==> src/hfpa_pkg.sv <==
// constants of the host fifo port access block: offsets, fields, reset values
package hfpa_pkg;
  // data port alias windows (byte addresses, 32 bytes each)
  localparam logic [7:0] RXD_BASE = 8'h00;
  localparam logic [7:0] TXD_BASE = 8'h20;
  // status queue ports
  localparam logic [7:0] RXS_POP = 8'h40;
  localparam logic [7:0] RXS_LOOK = 8'h44;
  localparam logic [7:0] TXS_POP = 8'h48;
  localparam logic [7:0] TXS_LOOK = 8'h4C;
  // control and status registers
  localparam logic [7:0] CTRL_OFS = 8'hC0;
  localparam logic [7:0] STAT_OFS = 8'hC4;
  localparam logic [7:0] EVT_OFS = 8'hC8;
  localparam logic [7:0] TXLIM_OFS = 8'hCC;
  // level width for 16-deep queues
  localparam int LVL_W = 5;
  // control field positions
  localparam int CTRL_SRST_BIT = 0;
  localparam int CTRL_WMODE_BIT = 1;
  localparam int CTRL_RXD_LIM_LSB = 8;
  localparam int CTRL_RXS_LIM_LSB = 16;
  // status field positions
  localparam int STAT_RXD_LSB = 0;
  localparam int STAT_TXD_LSB = 8;
  localparam int STAT_RXS_LSB = 16;
  localparam int STAT_TXS_LSB = 24;
  // event field positions
  localparam int EVT_TXOVF_BIT = 0;
  localparam int EVT_RXUNF_BIT = 1;
  localparam int EVT_STSEMPTY_BIT = 2;
  localparam int EVT_LINK_LL_BIT = 3;
  localparam int EVT_ERR_LH_BIT = 4;
  // reset values
  localparam logic [LVL_W-1:0] LIM_RST = 5'h10;
  localparam logic WMODE_RST = 1'b0;
endpackage : hfpa_pkg

==> src/hfpa_fifo.sv <==
// flip-flop fifo with valid/ready on both sides and a fill level
`timescale 1ns/100ps
module hfpa_fifo #(
  parameter int WIDTH = 32,
  parameter int DEPTH = 16
) (
  // clock and reset
  input wire logic clk_i,
  input wire logic rst_n_i,
  input wire logic flush_i,
  // filling side
  input wire logic in_valid_i,
  output logic in_ready_o,
  input wire logic [WIDTH-1:0] in_data_i,
  // draining side
  output logic out_valid_o,
  input wire logic out_ready_i,
  output logic [WIDTH-1:0] out_data_o,
  // fill level
  output logic [$clog2(DEPTH+1)-1:0] level_o
);
  localparam int AW = $clog2(DEPTH);
  localparam int LW = $clog2(DEPTH+1);
  localparam logic [AW-1:0] LAST = AW'(DEPTH-1);
  localparam logic [LW-1:0] FULL = LW'(DEPTH);

  logic [WIDTH-1:0] mem_r [DEPTH];
  logic [AW-1:0] wr_ptr_r;
  logic [AW-1:0] rd_ptr_r;
  logic [LW-1:0] cnt_r;
  logic push;
  logic pop;

  assign in_ready_o = (cnt_r != FULL);
  assign out_valid_o = (cnt_r != '0);
  assign out_data_o = mem_r[rd_ptr_r];
  assign level_o = cnt_r;
  assign push = in_valid_i && in_ready_o;
  assign pop = out_valid_o && out_ready_i;

  always_ff @(posedge clk_i) begin
    if (push) begin
      mem_r[wr_ptr_r] <= in_data_i;
    end
  end

  always_ff @(posedge clk_i or negedge rst_n_i) begin
    if (!rst_n_i) begin
      wr_ptr_r <= '0;
      rd_ptr_r <= '0;
      cnt_r <= '0;
    end else if (flush_i) begin
      wr_ptr_r <= '0;
      rd_ptr_r <= '0;
      cnt_r <= '0;
    end else begin
      if (push) begin
        wr_ptr_r <= (wr_ptr_r == LAST) ? '0 : wr_ptr_r + 1'b1;
      end
      if (pop) begin
        rd_ptr_r <= (rd_ptr_r == LAST) ? '0 : rd_ptr_r + 1'b1;
      end
      if (push && !pop) begin
        cnt_r <= cnt_r + 1'b1;
      end else if (pop && !push) begin
        cnt_r <= cnt_r - 1'b1;
      end
    end
  end
endmodule : hfpa_fifo

==> src/hfpa_top.sv <==
// host access layer: four queues, aliased data ports and attribute registers
// Behaviour
// - writes to read-only registers and ports are ignored, contents unchanged
// - reads of write-only registers and ports return zero
// - write-one-to-clear bits clear on a written one, zero has no effect
// - read-to-clear bits clear when the host reads them
// - latching low and high bits hold until the register is read
// - soft-reset-immune fields keep their value through a software reset
// - reserved address reads may return any value
// - every reset loads configuration registers with their defaults, except word mode on a software reset
// - four queues; data and receive status capacities set by control registers
// - receive status and data queues are read-only to the host
// - receive status pop port returns oldest entry and removes it
// - receive status look port returns oldest entry, queue unchanged
// - every receive data read consumes the word returned; in word mode only the upper half read pops
// - receive data answers at eight dword offsets 00h-1Ch, sixteen in word mode
// - all receive data aliases behave identically
// - transmit status pop port returns oldest entry and removes it
// - transmit status look port returns oldest entry, queue unchanged
// - transmit data is write-only at offsets 20h-3Ch, sixteen words in word mode
// - writes at any transmit data alias push into the one queue
`timescale 1ns/100ps
module hfpa_top #(
  parameter int DEPTH = 16
) (
  // clock and reset
  input wire logic clk_i,
  input wire logic arst_n_i,
  // host bus, one-cycle strobes
  input wire logic bus_rd_i,
  input wire logic bus_wr_i,
  input wire logic [7:0] bus_addr_i,
  input wire logic [31:0] bus_wdata_i,
  output logic [31:0] bus_rdata_o,
  output logic bus_rdata_oe_o,
  // receive data from the mac side
  input wire logic rxd_in_valid_i,
  output logic rxd_in_ready_o,
  input wire logic [31:0] rxd_in_data_i,
  // receive status from the mac side
  input wire logic rxs_in_valid_i,
  output logic rxs_in_ready_o,
  input wire logic [31:0] rxs_in_data_i,
  // transmit data to the mac side
  output logic txd_out_valid_o,
  input wire logic txd_out_ready_i,
  output logic [31:0] txd_out_data_o,
  // transmit status from the mac side
  input wire logic txs_in_valid_i,
  output logic txs_in_ready_o,
  input wire logic [31:0] txs_in_data_i,
  // line condition inputs
  input wire logic link_up_i,
  input wire logic line_err_i,
  // mode
  output logic word_mode_o
);
  localparam int LW = hfpa_pkg::LVL_W;

  logic rst_s1_r;
  logic rst_n;
  logic srst_r;
  logic wmode_r;
  logic [LW-1:0] rxd_lim_r;
  logic [LW-1:0] rxs_lim_r;
  logic [LW-1:0] txd_lim_r;
  logic ev_txovf_r;
  logic ev_rxunf_r;
  logic ev_stsempty_r;
  logic link_ll_r;
  logic err_lh_r;
  logic half_rd_r;
  logic half_wr_r;
  logic [15:0] tx_lo_r;
  logic [31:0] rdata_nxt;
  logic [31:0] rdata_r;
  logic rvalid_r;

  // reset release through two flops
  always_ff @(posedge clk_i or negedge arst_n_i) begin
    if (!arst_n_i) begin
      rst_s1_r <= 1'b0;
      rst_n <= 1'b0;
    end else begin
      rst_s1_r <= 1'b1;
      rst_n <= rst_s1_r;
    end
  end

  // address decode; bits 4:0 pick the alias and are ignored on purpose
  logic rx_alias;
  logic tx_alias;
  logic rd_ctrl;
  logic rd_evt;
  logic wr_ctrl;
  logic wr_evt;
  logic wr_txlim;
  assign rx_alias = (bus_addr_i[7:5] == hfpa_pkg::RXD_BASE[7:5]);
  assign tx_alias = (bus_addr_i[7:5] == hfpa_pkg::TXD_BASE[7:5]);
  assign rd_ctrl = bus_rd_i && (bus_addr_i == hfpa_pkg::CTRL_OFS);
  assign rd_evt = bus_rd_i && (bus_addr_i == hfpa_pkg::EVT_OFS);
  assign wr_ctrl = bus_wr_i && (bus_addr_i == hfpa_pkg::CTRL_OFS);
  assign wr_evt = bus_wr_i && (bus_addr_i == hfpa_pkg::EVT_OFS);
  assign wr_txlim = bus_wr_i && (bus_addr_i == hfpa_pkg::TXLIM_OFS);

  // queues
  logic rxd_valid;
  logic rxd_pop;
  logic [31:0] rxd_head;
  logic [LW-1:0] rxd_lvl;
  logic rxd_fifo_ready;
  logic rxs_valid;
  logic rxs_pop;
  logic [31:0] rxs_head;
  logic [LW-1:0] rxs_lvl;
  logic rxs_fifo_ready;
  logic txs_valid;
  logic txs_pop;
  logic [31:0] txs_head;
  logic [LW-1:0] txs_lvl;
  logic txd_push;
  logic txd_below;
  logic txd_fifo_ready;
  logic [31:0] txd_word;
  logic [LW-1:0] txd_lvl;

  // capacity limits only throttle the filling side; storage stays fixed
  assign rxd_in_ready_o = rxd_fifo_ready && (rxd_lvl < rxd_lim_r);
  assign rxs_in_ready_o = rxs_fifo_ready && (rxs_lvl < rxs_lim_r);
  assign txd_below = txd_lvl < txd_lim_r;

  // a read at any alias pops; in word mode the upper half read pops
  assign rxd_pop = bus_rd_i && rx_alias && rxd_valid && (!wmode_r || half_rd_r);
  assign rxs_pop = bus_rd_i && (bus_addr_i == hfpa_pkg::RXS_POP);
  assign txs_pop = bus_rd_i && (bus_addr_i == hfpa_pkg::TXS_POP);
  assign txd_push = bus_wr_i && tx_alias && (!wmode_r || half_wr_r);
  assign txd_word = wmode_r ? {bus_wdata_i[15:0], tx_lo_r} : bus_wdata_i;

  hfpa_fifo #(.WIDTH(32), .DEPTH(DEPTH)) u_rxd (
    .clk_i(clk_i), .rst_n_i(rst_n), .flush_i(srst_r),
    .in_valid_i(rxd_in_valid_i && rxd_in_ready_o), .in_ready_o(rxd_fifo_ready),
    .in_data_i(rxd_in_data_i),
    .out_valid_o(rxd_valid), .out_ready_i(rxd_pop), .out_data_o(rxd_head),
    .level_o(rxd_lvl)
  );
  hfpa_fifo #(.WIDTH(32), .DEPTH(DEPTH)) u_rxs (
    .clk_i(clk_i), .rst_n_i(rst_n), .flush_i(srst_r),
    .in_valid_i(rxs_in_valid_i && rxs_in_ready_o), .in_ready_o(rxs_fifo_ready),
    .in_data_i(rxs_in_data_i),
    .out_valid_o(rxs_valid), .out_ready_i(rxs_pop), .out_data_o(rxs_head),
    .level_o(rxs_lvl)
  );
  hfpa_fifo #(.WIDTH(32), .DEPTH(DEPTH)) u_txs (
    .clk_i(clk_i), .rst_n_i(rst_n), .flush_i(srst_r),
    .in_valid_i(txs_in_valid_i), .in_ready_o(txs_in_ready_o),
    .in_data_i(txs_in_data_i),
    .out_valid_o(txs_valid), .out_ready_i(txs_pop), .out_data_o(txs_head),
    .level_o(txs_lvl)
  );
  hfpa_fifo #(.WIDTH(32), .DEPTH(DEPTH)) u_txd (
    .clk_i(clk_i), .rst_n_i(rst_n), .flush_i(srst_r),
    .in_valid_i(txd_push && txd_below), .in_ready_o(txd_fifo_ready),
    .in_data_i(txd_word),
    .out_valid_o(txd_out_valid_o), .out_ready_i(txd_out_ready_i),
    .out_data_o(txd_out_data_o),
    .level_o(txd_lvl)
  );

  // word mode half tracking
  always_ff @(posedge clk_i or negedge rst_n) begin
    if (!rst_n) begin
      half_rd_r <= 1'b0;
      half_wr_r <= 1'b0;
      tx_lo_r <= 16'h0000;
    end else if (srst_r || !wmode_r) begin
      half_rd_r <= 1'b0;
      half_wr_r <= 1'b0;
    end else begin
      if (bus_rd_i && rx_alias && rxd_valid) begin
        half_rd_r <= !half_rd_r;
      end
      if (bus_wr_i && tx_alias) begin
        half_wr_r <= !half_wr_r;
        if (!half_wr_r) begin
          tx_lo_r <= bus_wdata_i[15:0];
        end
      end
    end
  end

  // self-clearing soft reset strobe
  always_ff @(posedge clk_i or negedge rst_n) begin
    if (!rst_n) begin
      srst_r <= 1'b0;
    end else begin
      srst_r <= wr_ctrl && bus_wdata_i[hfpa_pkg::CTRL_SRST_BIT] && !srst_r;
    end
  end

  // bus width survives a software reset; only the hard reset loads its default
  always_ff @(posedge clk_i or negedge rst_n) begin
    if (!rst_n) begin
      wmode_r <= hfpa_pkg::WMODE_RST;
    end else if (wr_ctrl) begin
      wmode_r <= bus_wdata_i[hfpa_pkg::CTRL_WMODE_BIT];
    end
  end

  // capacity configuration
  always_ff @(posedge clk_i or negedge rst_n) begin
    if (!rst_n) begin
      rxd_lim_r <= hfpa_pkg::LIM_RST;
      rxs_lim_r <= hfpa_pkg::LIM_RST;
      txd_lim_r <= hfpa_pkg::LIM_RST;
    end else if (srst_r) begin
      rxd_lim_r <= hfpa_pkg::LIM_RST;
      rxs_lim_r <= hfpa_pkg::LIM_RST;
      txd_lim_r <= hfpa_pkg::LIM_RST;
    end else begin
      if (wr_ctrl) begin
        rxd_lim_r <= bus_wdata_i[hfpa_pkg::CTRL_RXD_LIM_LSB +: LW];
        rxs_lim_r <= bus_wdata_i[hfpa_pkg::CTRL_RXS_LIM_LSB +: LW];
      end
      if (wr_txlim) begin
        txd_lim_r <= bus_wdata_i[LW-1:0];
      end
    end
  end

  // events: hardware set wins over a clear in the same cycle
  logic set_txovf;
  logic set_rxunf;
  logic set_stsempty;
  assign set_txovf = txd_push && !(txd_fifo_ready && txd_below);
  assign set_rxunf = bus_rd_i && rx_alias && !rxd_valid;
  assign set_stsempty = (rxs_pop && !rxs_valid) || (txs_pop && !txs_valid);

  always_ff @(posedge clk_i or negedge rst_n) begin
    if (!rst_n) begin
      ev_txovf_r <= 1'b0;
      ev_rxunf_r <= 1'b0;
    end else if (srst_r) begin
      ev_txovf_r <= 1'b0;
      ev_rxunf_r <= 1'b0;
    end else begin
      ev_txovf_r <= set_txovf
        || (ev_txovf_r && !(wr_evt && bus_wdata_i[hfpa_pkg::EVT_TXOVF_BIT]));
      ev_rxunf_r <= set_rxunf
        || (ev_rxunf_r && !(wr_evt && bus_wdata_i[hfpa_pkg::EVT_RXUNF_BIT]));
    end
  end

  always_ff @(posedge clk_i or negedge rst_n) begin
    if (!rst_n) begin
      ev_stsempty_r <= 1'b0;
    end else if (srst_r) begin
      ev_stsempty_r <= 1'b0;
    end else begin
      ev_stsempty_r <= set_stsempty || (ev_stsempty_r && !rd_evt);
    end
  end

  // latches reload from the live line level when the register is read
  always_ff @(posedge clk_i or negedge rst_n) begin
    if (!rst_n) begin
      link_ll_r <= 1'b1;
      err_lh_r <= 1'b0;
    end else if (rd_evt || srst_r) begin
      link_ll_r <= link_up_i;
      err_lh_r <= line_err_i;
    end else begin
      link_ll_r <= link_ll_r && link_up_i;
      err_lh_r <= err_lh_r || line_err_i;
    end
  end

  // read mux; status, receive data ports and reserved reads have no write path
  always_comb begin
    rdata_nxt = 32'h0000_0000;
    if (rx_alias) begin
      if (!wmode_r) begin
        rdata_nxt = rxd_head;
      end else begin
        rdata_nxt = {16'h0000, half_rd_r ? rxd_head[31:16] : rxd_head[15:0]};
      end
    end else if (tx_alias) begin
      rdata_nxt = 32'h0000_0000;
    end else begin
      unique case (bus_addr_i)
        hfpa_pkg::RXS_POP, hfpa_pkg::RXS_LOOK: rdata_nxt = rxs_head;
        hfpa_pkg::TXS_POP, hfpa_pkg::TXS_LOOK: rdata_nxt = txs_head;
        hfpa_pkg::CTRL_OFS: begin
          rdata_nxt[hfpa_pkg::CTRL_WMODE_BIT] = wmode_r;
          rdata_nxt[hfpa_pkg::CTRL_RXD_LIM_LSB +: LW] = rxd_lim_r;
          rdata_nxt[hfpa_pkg::CTRL_RXS_LIM_LSB +: LW] = rxs_lim_r;
        end
        hfpa_pkg::STAT_OFS: begin
          rdata_nxt[hfpa_pkg::STAT_RXD_LSB +: LW] = rxd_lvl;
          rdata_nxt[hfpa_pkg::STAT_TXD_LSB +: LW] = txd_lvl;
          rdata_nxt[hfpa_pkg::STAT_RXS_LSB +: LW] = rxs_lvl;
          rdata_nxt[hfpa_pkg::STAT_TXS_LSB +: LW] = txs_lvl;
        end
        hfpa_pkg::EVT_OFS: begin
          rdata_nxt[hfpa_pkg::EVT_TXOVF_BIT] = ev_txovf_r;
          rdata_nxt[hfpa_pkg::EVT_RXUNF_BIT] = ev_rxunf_r;
          rdata_nxt[hfpa_pkg::EVT_STSEMPTY_BIT] = ev_stsempty_r;
          rdata_nxt[hfpa_pkg::EVT_LINK_LL_BIT] = link_ll_r;
          rdata_nxt[hfpa_pkg::EVT_ERR_LH_BIT] = err_lh_r;
        end
        default: rdata_nxt = 32'h0000_0000;
      endcase
    end
  end

  always_ff @(posedge clk_i or negedge rst_n) begin
    if (!rst_n) begin
      rdata_r <= 32'h0000_0000;
      rvalid_r <= 1'b0;
    end else begin
      rvalid_r <= bus_rd_i;
      if (bus_rd_i) begin
        rdata_r <= rdata_nxt;
      end
    end
  end

  assign bus_rdata_o = rdata_r;
  assign bus_rdata_oe_o = rvalid_r;
  assign word_mode_o = wmode_r;

  // checks
  property p_ro_rx();
    @(posedge clk_i) disable iff (!rst_n)
    (bus_wr_i && !bus_rd_i && rx_alias && !srst_r && !rxd_in_valid_i) |=> (rxd_lvl == $past(rxd_lvl));
  endproperty
  a_ro_rx: assert property (p_ro_rx) else $error("write changed receive data queue");

  property p_wo_zero();
    @(posedge clk_i) disable iff (!rst_n)
    (bus_rd_i && (tx_alias || bus_addr_i == hfpa_pkg::TXLIM_OFS)) |=> (bus_rdata_o == 32'h0);
  endproperty
  a_wo_zero: assert property (p_wo_zero) else $error("write-only read not zero");

  property p_w1c();
    @(posedge clk_i) disable iff (!rst_n)
    (wr_evt && bus_wdata_i[hfpa_pkg::EVT_TXOVF_BIT] && !set_txovf) |=> !ev_txovf_r;
  endproperty
  a_w1c: assert property (p_w1c) else $error("write one did not clear");

  property p_rc();
    @(posedge clk_i) disable iff (!rst_n)
    (rd_evt && ev_stsempty_r && !set_stsempty) |=>
      !ev_stsempty_r && bus_rdata_o[hfpa_pkg::EVT_STSEMPTY_BIT];
  endproperty
  a_rc: assert property (p_rc) else $error("read did not clear");

  property p_ll_hold();
    @(posedge clk_i) disable iff (!rst_n)
    (!link_ll_r && !rd_evt && !srst_r) |=> !link_ll_r;
  endproperty
  a_ll_hold: assert property (p_ll_hold) else $error("low latch released early");

  property p_soft_reset_immune();
    @(posedge clk_i) disable iff (!rst_n)
    (srst_r && !wr_ctrl) |=> $stable(wmode_r);
  endproperty
  a_soft_reset_immune: assert property (p_soft_reset_immune) else $error("immune field lost on soft reset");

  property p_srst_def();
    @(posedge clk_i) disable iff (!rst_n)
    srst_r |=> (rxd_lim_r == hfpa_pkg::LIM_RST && txd_lim_r == hfpa_pkg::LIM_RST && rxd_lvl == '0);
  endproperty
  a_srst_def: assert property (p_srst_def) else $error("soft reset left non-default");

  property p_rxs_pop();
    @(posedge clk_i) disable iff (!rst_n)
    (rxs_pop && rxs_valid && !srst_r && !rxs_in_valid_i) |=>
      (bus_rdata_o == $past(rxs_head)) && (rxs_lvl == $past(rxs_lvl) - 1'b1);
  endproperty
  a_rxs_pop: assert property (p_rxs_pop) else $error("status pop wrong");

  property p_look();
    @(posedge clk_i) disable iff (!rst_n)
    (bus_rd_i && bus_addr_i == hfpa_pkg::RXS_LOOK && !srst_r && !rxs_in_valid_i) |=>
      (rxs_lvl == $past(rxs_lvl)) && (bus_rdata_o == $past(rxs_head));
  endproperty
  a_look: assert property (p_look) else $error("look port changed queue");

  property p_rx_alias();
    @(posedge clk_i) disable iff (!rst_n)
    (bus_rd_i && rx_alias && rxd_valid && !wmode_r && !srst_r && !rxd_in_valid_i) |=>
      (rxd_lvl == $past(rxd_lvl) - 1'b1);
  endproperty
  a_rx_alias: assert property (p_rx_alias) else $error("alias read did not pop");

  property p_tx_alias();
    @(posedge clk_i) disable iff (!rst_n)
    (txd_push && txd_fifo_ready && txd_below && !srst_r && !txd_out_valid_o) |=>
      (txd_lvl == 5'h01) && (txd_out_data_o == $past(txd_word));
  endproperty
  a_tx_alias: assert property (p_tx_alias) else $error("alias write did not push");

  property p_sc();
    @(posedge clk_i) disable iff (!rst_n)
    srst_r |=> !srst_r;
  endproperty
  a_sc: assert property (p_sc) else $error("self-clearing bit stuck");
endmodule : hfpa_top

==> config.mk <==
export PLATFORM = sky130hd
export DESIGN_NAME = hfpa_top
export DESIGN_NICKNAME = d
export VERILOG_FILES = /design/src/hfpa_pkg.sv /design/src/hfpa_fifo.sv /design/src/hfpa_top.sv
export SDC_FILE = /design/constraint.sdc
export NUM_CORES = 2
export LEC_CHECK = 0
export BUFFER_PORTS_ARGS = -buffer_cell sky130_fd_sc_hd__buf_2
export CAP_MARGIN = 40
export CORE_ASPECT_RATIO = 1.4
export CORE_MARGIN = 3
export CORE_UTILIZATION = 36
export CTS_CLUSTER_DIAMETER = 60
export DETAILED_ROUTE_END_ITERATION = 8
export HOLD_SLACK_MARGIN = 0.03
export PLACE_DENSITY = 0.56
export SLEW_MARGIN = 40
export SYNTH_ARGS = -nofsm -noshare
export SYNTH_HDL_FRONTEND = slang
export SYNTH_SLANG_ARGS = --single-unit
==> constraint.sdc <==
create_clock -name clk_i -period 3.55 [get_ports clk_i]
set_clock_uncertainty 0.05 [all_clocks]
set_input_delay 0.355 -clock clk_i [delete_from_list [all_inputs] [get_ports clk_i]]
set_output_delay 0.355 -clock clk_i [all_outputs]
set_load 0.02 [all_outputs]
==> impl_metrics.yaml <==
run_status:
  outcome: "finished, final reports clean"
floorplanning:
  die_y_um: 583
  core.rowCount: 211
  die_area_um2: 243000
  ioPinCount: 216
  die_w_um: 418
  start_util_pct: 36.2
  core_area_um2: 236000
global_routing:
  antenna_found_initial: 35
  grt_pass1_vias: 45800
  globalRouteMet3Util_pct: 4.16
  globalRouteMet2Util_pct: 32.5
  grt_max_degree: 83
  grt_remaining_overflow: 0
  grt_pass1_wl_um: 335000
  met1_usage_pct: 24.2
  grtUsageTotal_pct: 19.0
  top_usage_layer: "met2"
logic_synthesis:
  synthXorXnorAreaFrac_pct: 0.246
  synth_nets: 4449
  synth_mux_area_share_pct: 15.3
  ys_seq_area_share_pct: 75.7
  yosysUniqueCellTypes: 71
  synth.top_cell.area_share_pct: 71.9
  yosys.area.top_type: "edfxtp_1"
  netlist_area_um2: 85500
  synthArstFlopShare_pct: 5.84
  synth_ff_type: "edfxtp_1"
  synth_cells: 4253
  synth_simple_gate_area_share_pct: 2.71
  synth_top_family_by_area: "multiplexers"
  yosys_warnings: 0
  synth_edf_count: 2048
  synthAdderAreaFrac_pct: 0.767
  ys_ff_latch: 2175
  avgSynthCellArea_um2: 20.1
  synth_compound_area_share_pct: 3.99
  synth_area_leaders: "edfxtp_1 72%, mux4_2 12%, dfrtp_1 3.6%"
clock_tree:
  cts_buffer_depth: 4
  cts_inserted_buffers: 213
  cts.htree.levels: 4
  clk_latency_ns: 0.84
  cts.sinks: 2175
  cts_tree: "yes"
  clk_pin_slew_ns: 0.06
  cts-root-buf: "clkbuf_16"
worst_setup_path:
  ff2ff_path_depth: 11
  arrival_ns: 4.07
  reg2reg_from: "u_rxd.level_o[1]"
  r2r-end: "u_rxd.level_o[4]"
  cp_top_family: "buffers and inverters"
  end_kind: "flip-flop"
  required_ns: 4.22
  cpMaxStageDelayCell: "dlygate4sd3_1"
  cp_cell_sequence: "dlygate4sd3_1, buf_2, or4bb_1, dlygate4sd3_1, a21oi_1, and2_1, o21a_1, nand2_2, fa_2, a21o_1, a21oi_2, nor2_1, mux2i_1, mux2_2"
  crit_buf_inv: 3
  startpoint_type: "input port"
  slowest_delay_ns: 0.61
  critPathMaxFanout: 4
  r2r_setup_slack_ns: 0.41
  crit_top_cell: "dlygate4sd3_1"
  criticalPathCategory: "in2reg"
placed_design:
  portBuffers: 215
  gp_congestion: 0.811
  placed_area_um2: 92800
  hpwl_um: 143000
finish:
  fin_area_um2: 101000
  final_nets: 5074
  layout-drive-gt1-share_pct: 28.6
  syn_to_final_growth_pct: 18.5
  utilization_pct: 42.9
timing:
  drv_slew: 0
  fmax_ghz: 0.295
  final-hold-violation-count: 0
  min_period_ns: 3.39
  slew_headroom_pct: 38.4
  holdWs_ns: 0.0940
  worst_pin_slew_ns: 0.915
  setup_violations: 0
  fin_crit_sh_pct: 95.6
  rsz0062_at_grt: "false"
detailed_routing:
  via_per_inst: 5.44
  first_pass_iters: 5
  routed_wl_um: 234000
  vias: 44300
  route.detailed.drc: 0
  ant_nets: 0
  initialDrtViolationCount: 3904
  wl_per_cell_um: 28.6
run:
  maxCapViolCount: 0
pwr:
  power.total_w: 0.0685
  vdd_drop_max_mv: 0.479
  powerDensity_nw_per_um2: 676
  leakagePower_nw: 33.2
min_path:
  hold_path.startpoint: "bus_wdata_i[31]"
  min_delay_worst_endpoint: "u_txd.mem_r[7][31]"
  hold_path_depth: 2
  hold_class: "in2reg"
cell usage in the layout (no fill, tap or decap), types with 19 or more instances in the layout:
cell	n
mux2i_1	199
nand3_1	20
a21oi_1	122
ha_1	46
nor2_1	118
clkbuf_1	45
clkbuf_16	213
a221oi_1	55
inv_1	48
diode_2	19
bufinv_16	26
clkinv_2	40
nand2_1	149
mux2_2	88
buf_2	215
edfxtp_1	2048
clkinv_1	34
buf_4	194
mux4_2	449
buf_12	73
a22oi_1	78
and3_2	30
dfrtp_1	109
o21ai_0	122
a211oi_1	19
dlygate4sd3_1	142
nor2b_1	26
how the worst max path moves through the flow:
| stage | from | end | slack [ns] | depth (start not counted) |
|---|---|---|---|---|
| finish | bus_addr_i[7] | u_txd.level_o[4] | 0.16 | 14 |
| global route | u_txd.rd_ptr_r[0] | txd_out_data_o[13] | 0.01 | 7 |
| CTS | u_txd.rd_ptr_r[1] | txd_out_data_o[28] | 0.04 | 6 |
| detailed placement | bus_addr_i[5] | u_rxs.level_o[3] | 0.23 | 12 |
| global placement | u_rxd.rd_ptr_r[0] | bus_rdata_o[11] | -0.21 | 7 |
| floorplan | bus_addr_i[6] | u_txd.mem_r[7][0] | -0.77 | 6 |
power breakdown:
part | internal [W] | leakage (nW) | switching (W)
logic | 0.00610 | 9.76 | 0.00843
registers | 0.0301 | 20.0 | 0.00108
clock network | 0.0131 | 3.40 | 0.00960
total | 0.0493 | 33.2 | 0.0191
state kept, by name, indices dropped and copies added (netlist names), 16 cells and up:
signal,flops
u_rxs.mem_r,512
u_txs.mem_r,512
tx_lo_r,16
u_rxd.mem_r,512
u_txd.mem_r,512
bus_rdata_o,32
per-stage QoR:
step | setup WS (ns) | setup TNS, ns | instances
finish | 0.158 | 0 | 8154
detailed placement | 0.233 | 0 | 7603
global route | 0.0149 | 0 | 8139
global placement | -0.211 | -0.211 | 7601
CTS | 0.0405 | 0 | 8133
floorplan | -0.771 | -136.21 | 4253
per-layer routing:
metal | wire length [um] | up-vias | share of wire [%]
li1 | - | 18800 | -
met1 | 92000 | 23700 | 39
met2 | 118000 | 1407 | 50
met3 | 16100 | 342 | 6.9
met4 | 7560 | 16 | 3.2
met5 | 105 | - | 0.045
kinds of logic after synthesis:
group | Yosys count
AO/OA/AOI/OAI | 519
AND/OR/NAND/NOR | 474
other | 1
flip-flops | 2175
XOR/XNOR | 24
multiplexers | 736
buffers and inverters | 274
adder cells (fa/ha/maj) | 50
timing repair:
item                                    4_1_cts  5_1_grt
hold buffers                                143        0
setup buffers                                 3        1
gates resized for setup                       4        7
endpoints found under the setup margin       21        6
hold endpoints to repair                   1692        0
cells in the mapped netlist (7+ instances only):
master,number
xnor2_1,15
nand3_1,20
nor4_1,10
a21oi_1,123
nor2b_1,32
nand2b_1,16
o32a_1,11
a211oi_1,19
a221oi_1,55
xor2_1,9
mux2i_1,199
o22ai_1,14
nand4_1,7
ha_1,46
nor2_1,121
inv_1,49
a22o_1,15
nand2_1,150
nor3_1,20
buf_1,36
and2_1,28
o211ai_1,13
edfxtp_1,2048
a31oi_1,11
clkbuf_1,137
mux2_2,88
dfrtp_1,123
a22oi_1,78
buf_4,8
and3_1,38
o21ai_0,126
mux4_2,449
buf_2,41
a21o_1,12
final cells by class:
class,instances,area [um^2]
Timing Repair Buffer,633,5550
Fill cell,20600,135000
Sequential cell,2175,64700
Multi-Input combinational cell,1804,20000
Tap cell,3088,3860
Clock inverter,118,1330
Inverter,51,191
Antenna cell,19,47.5
Clock buffer,266,5610
(Power assumes the default switching activity.)
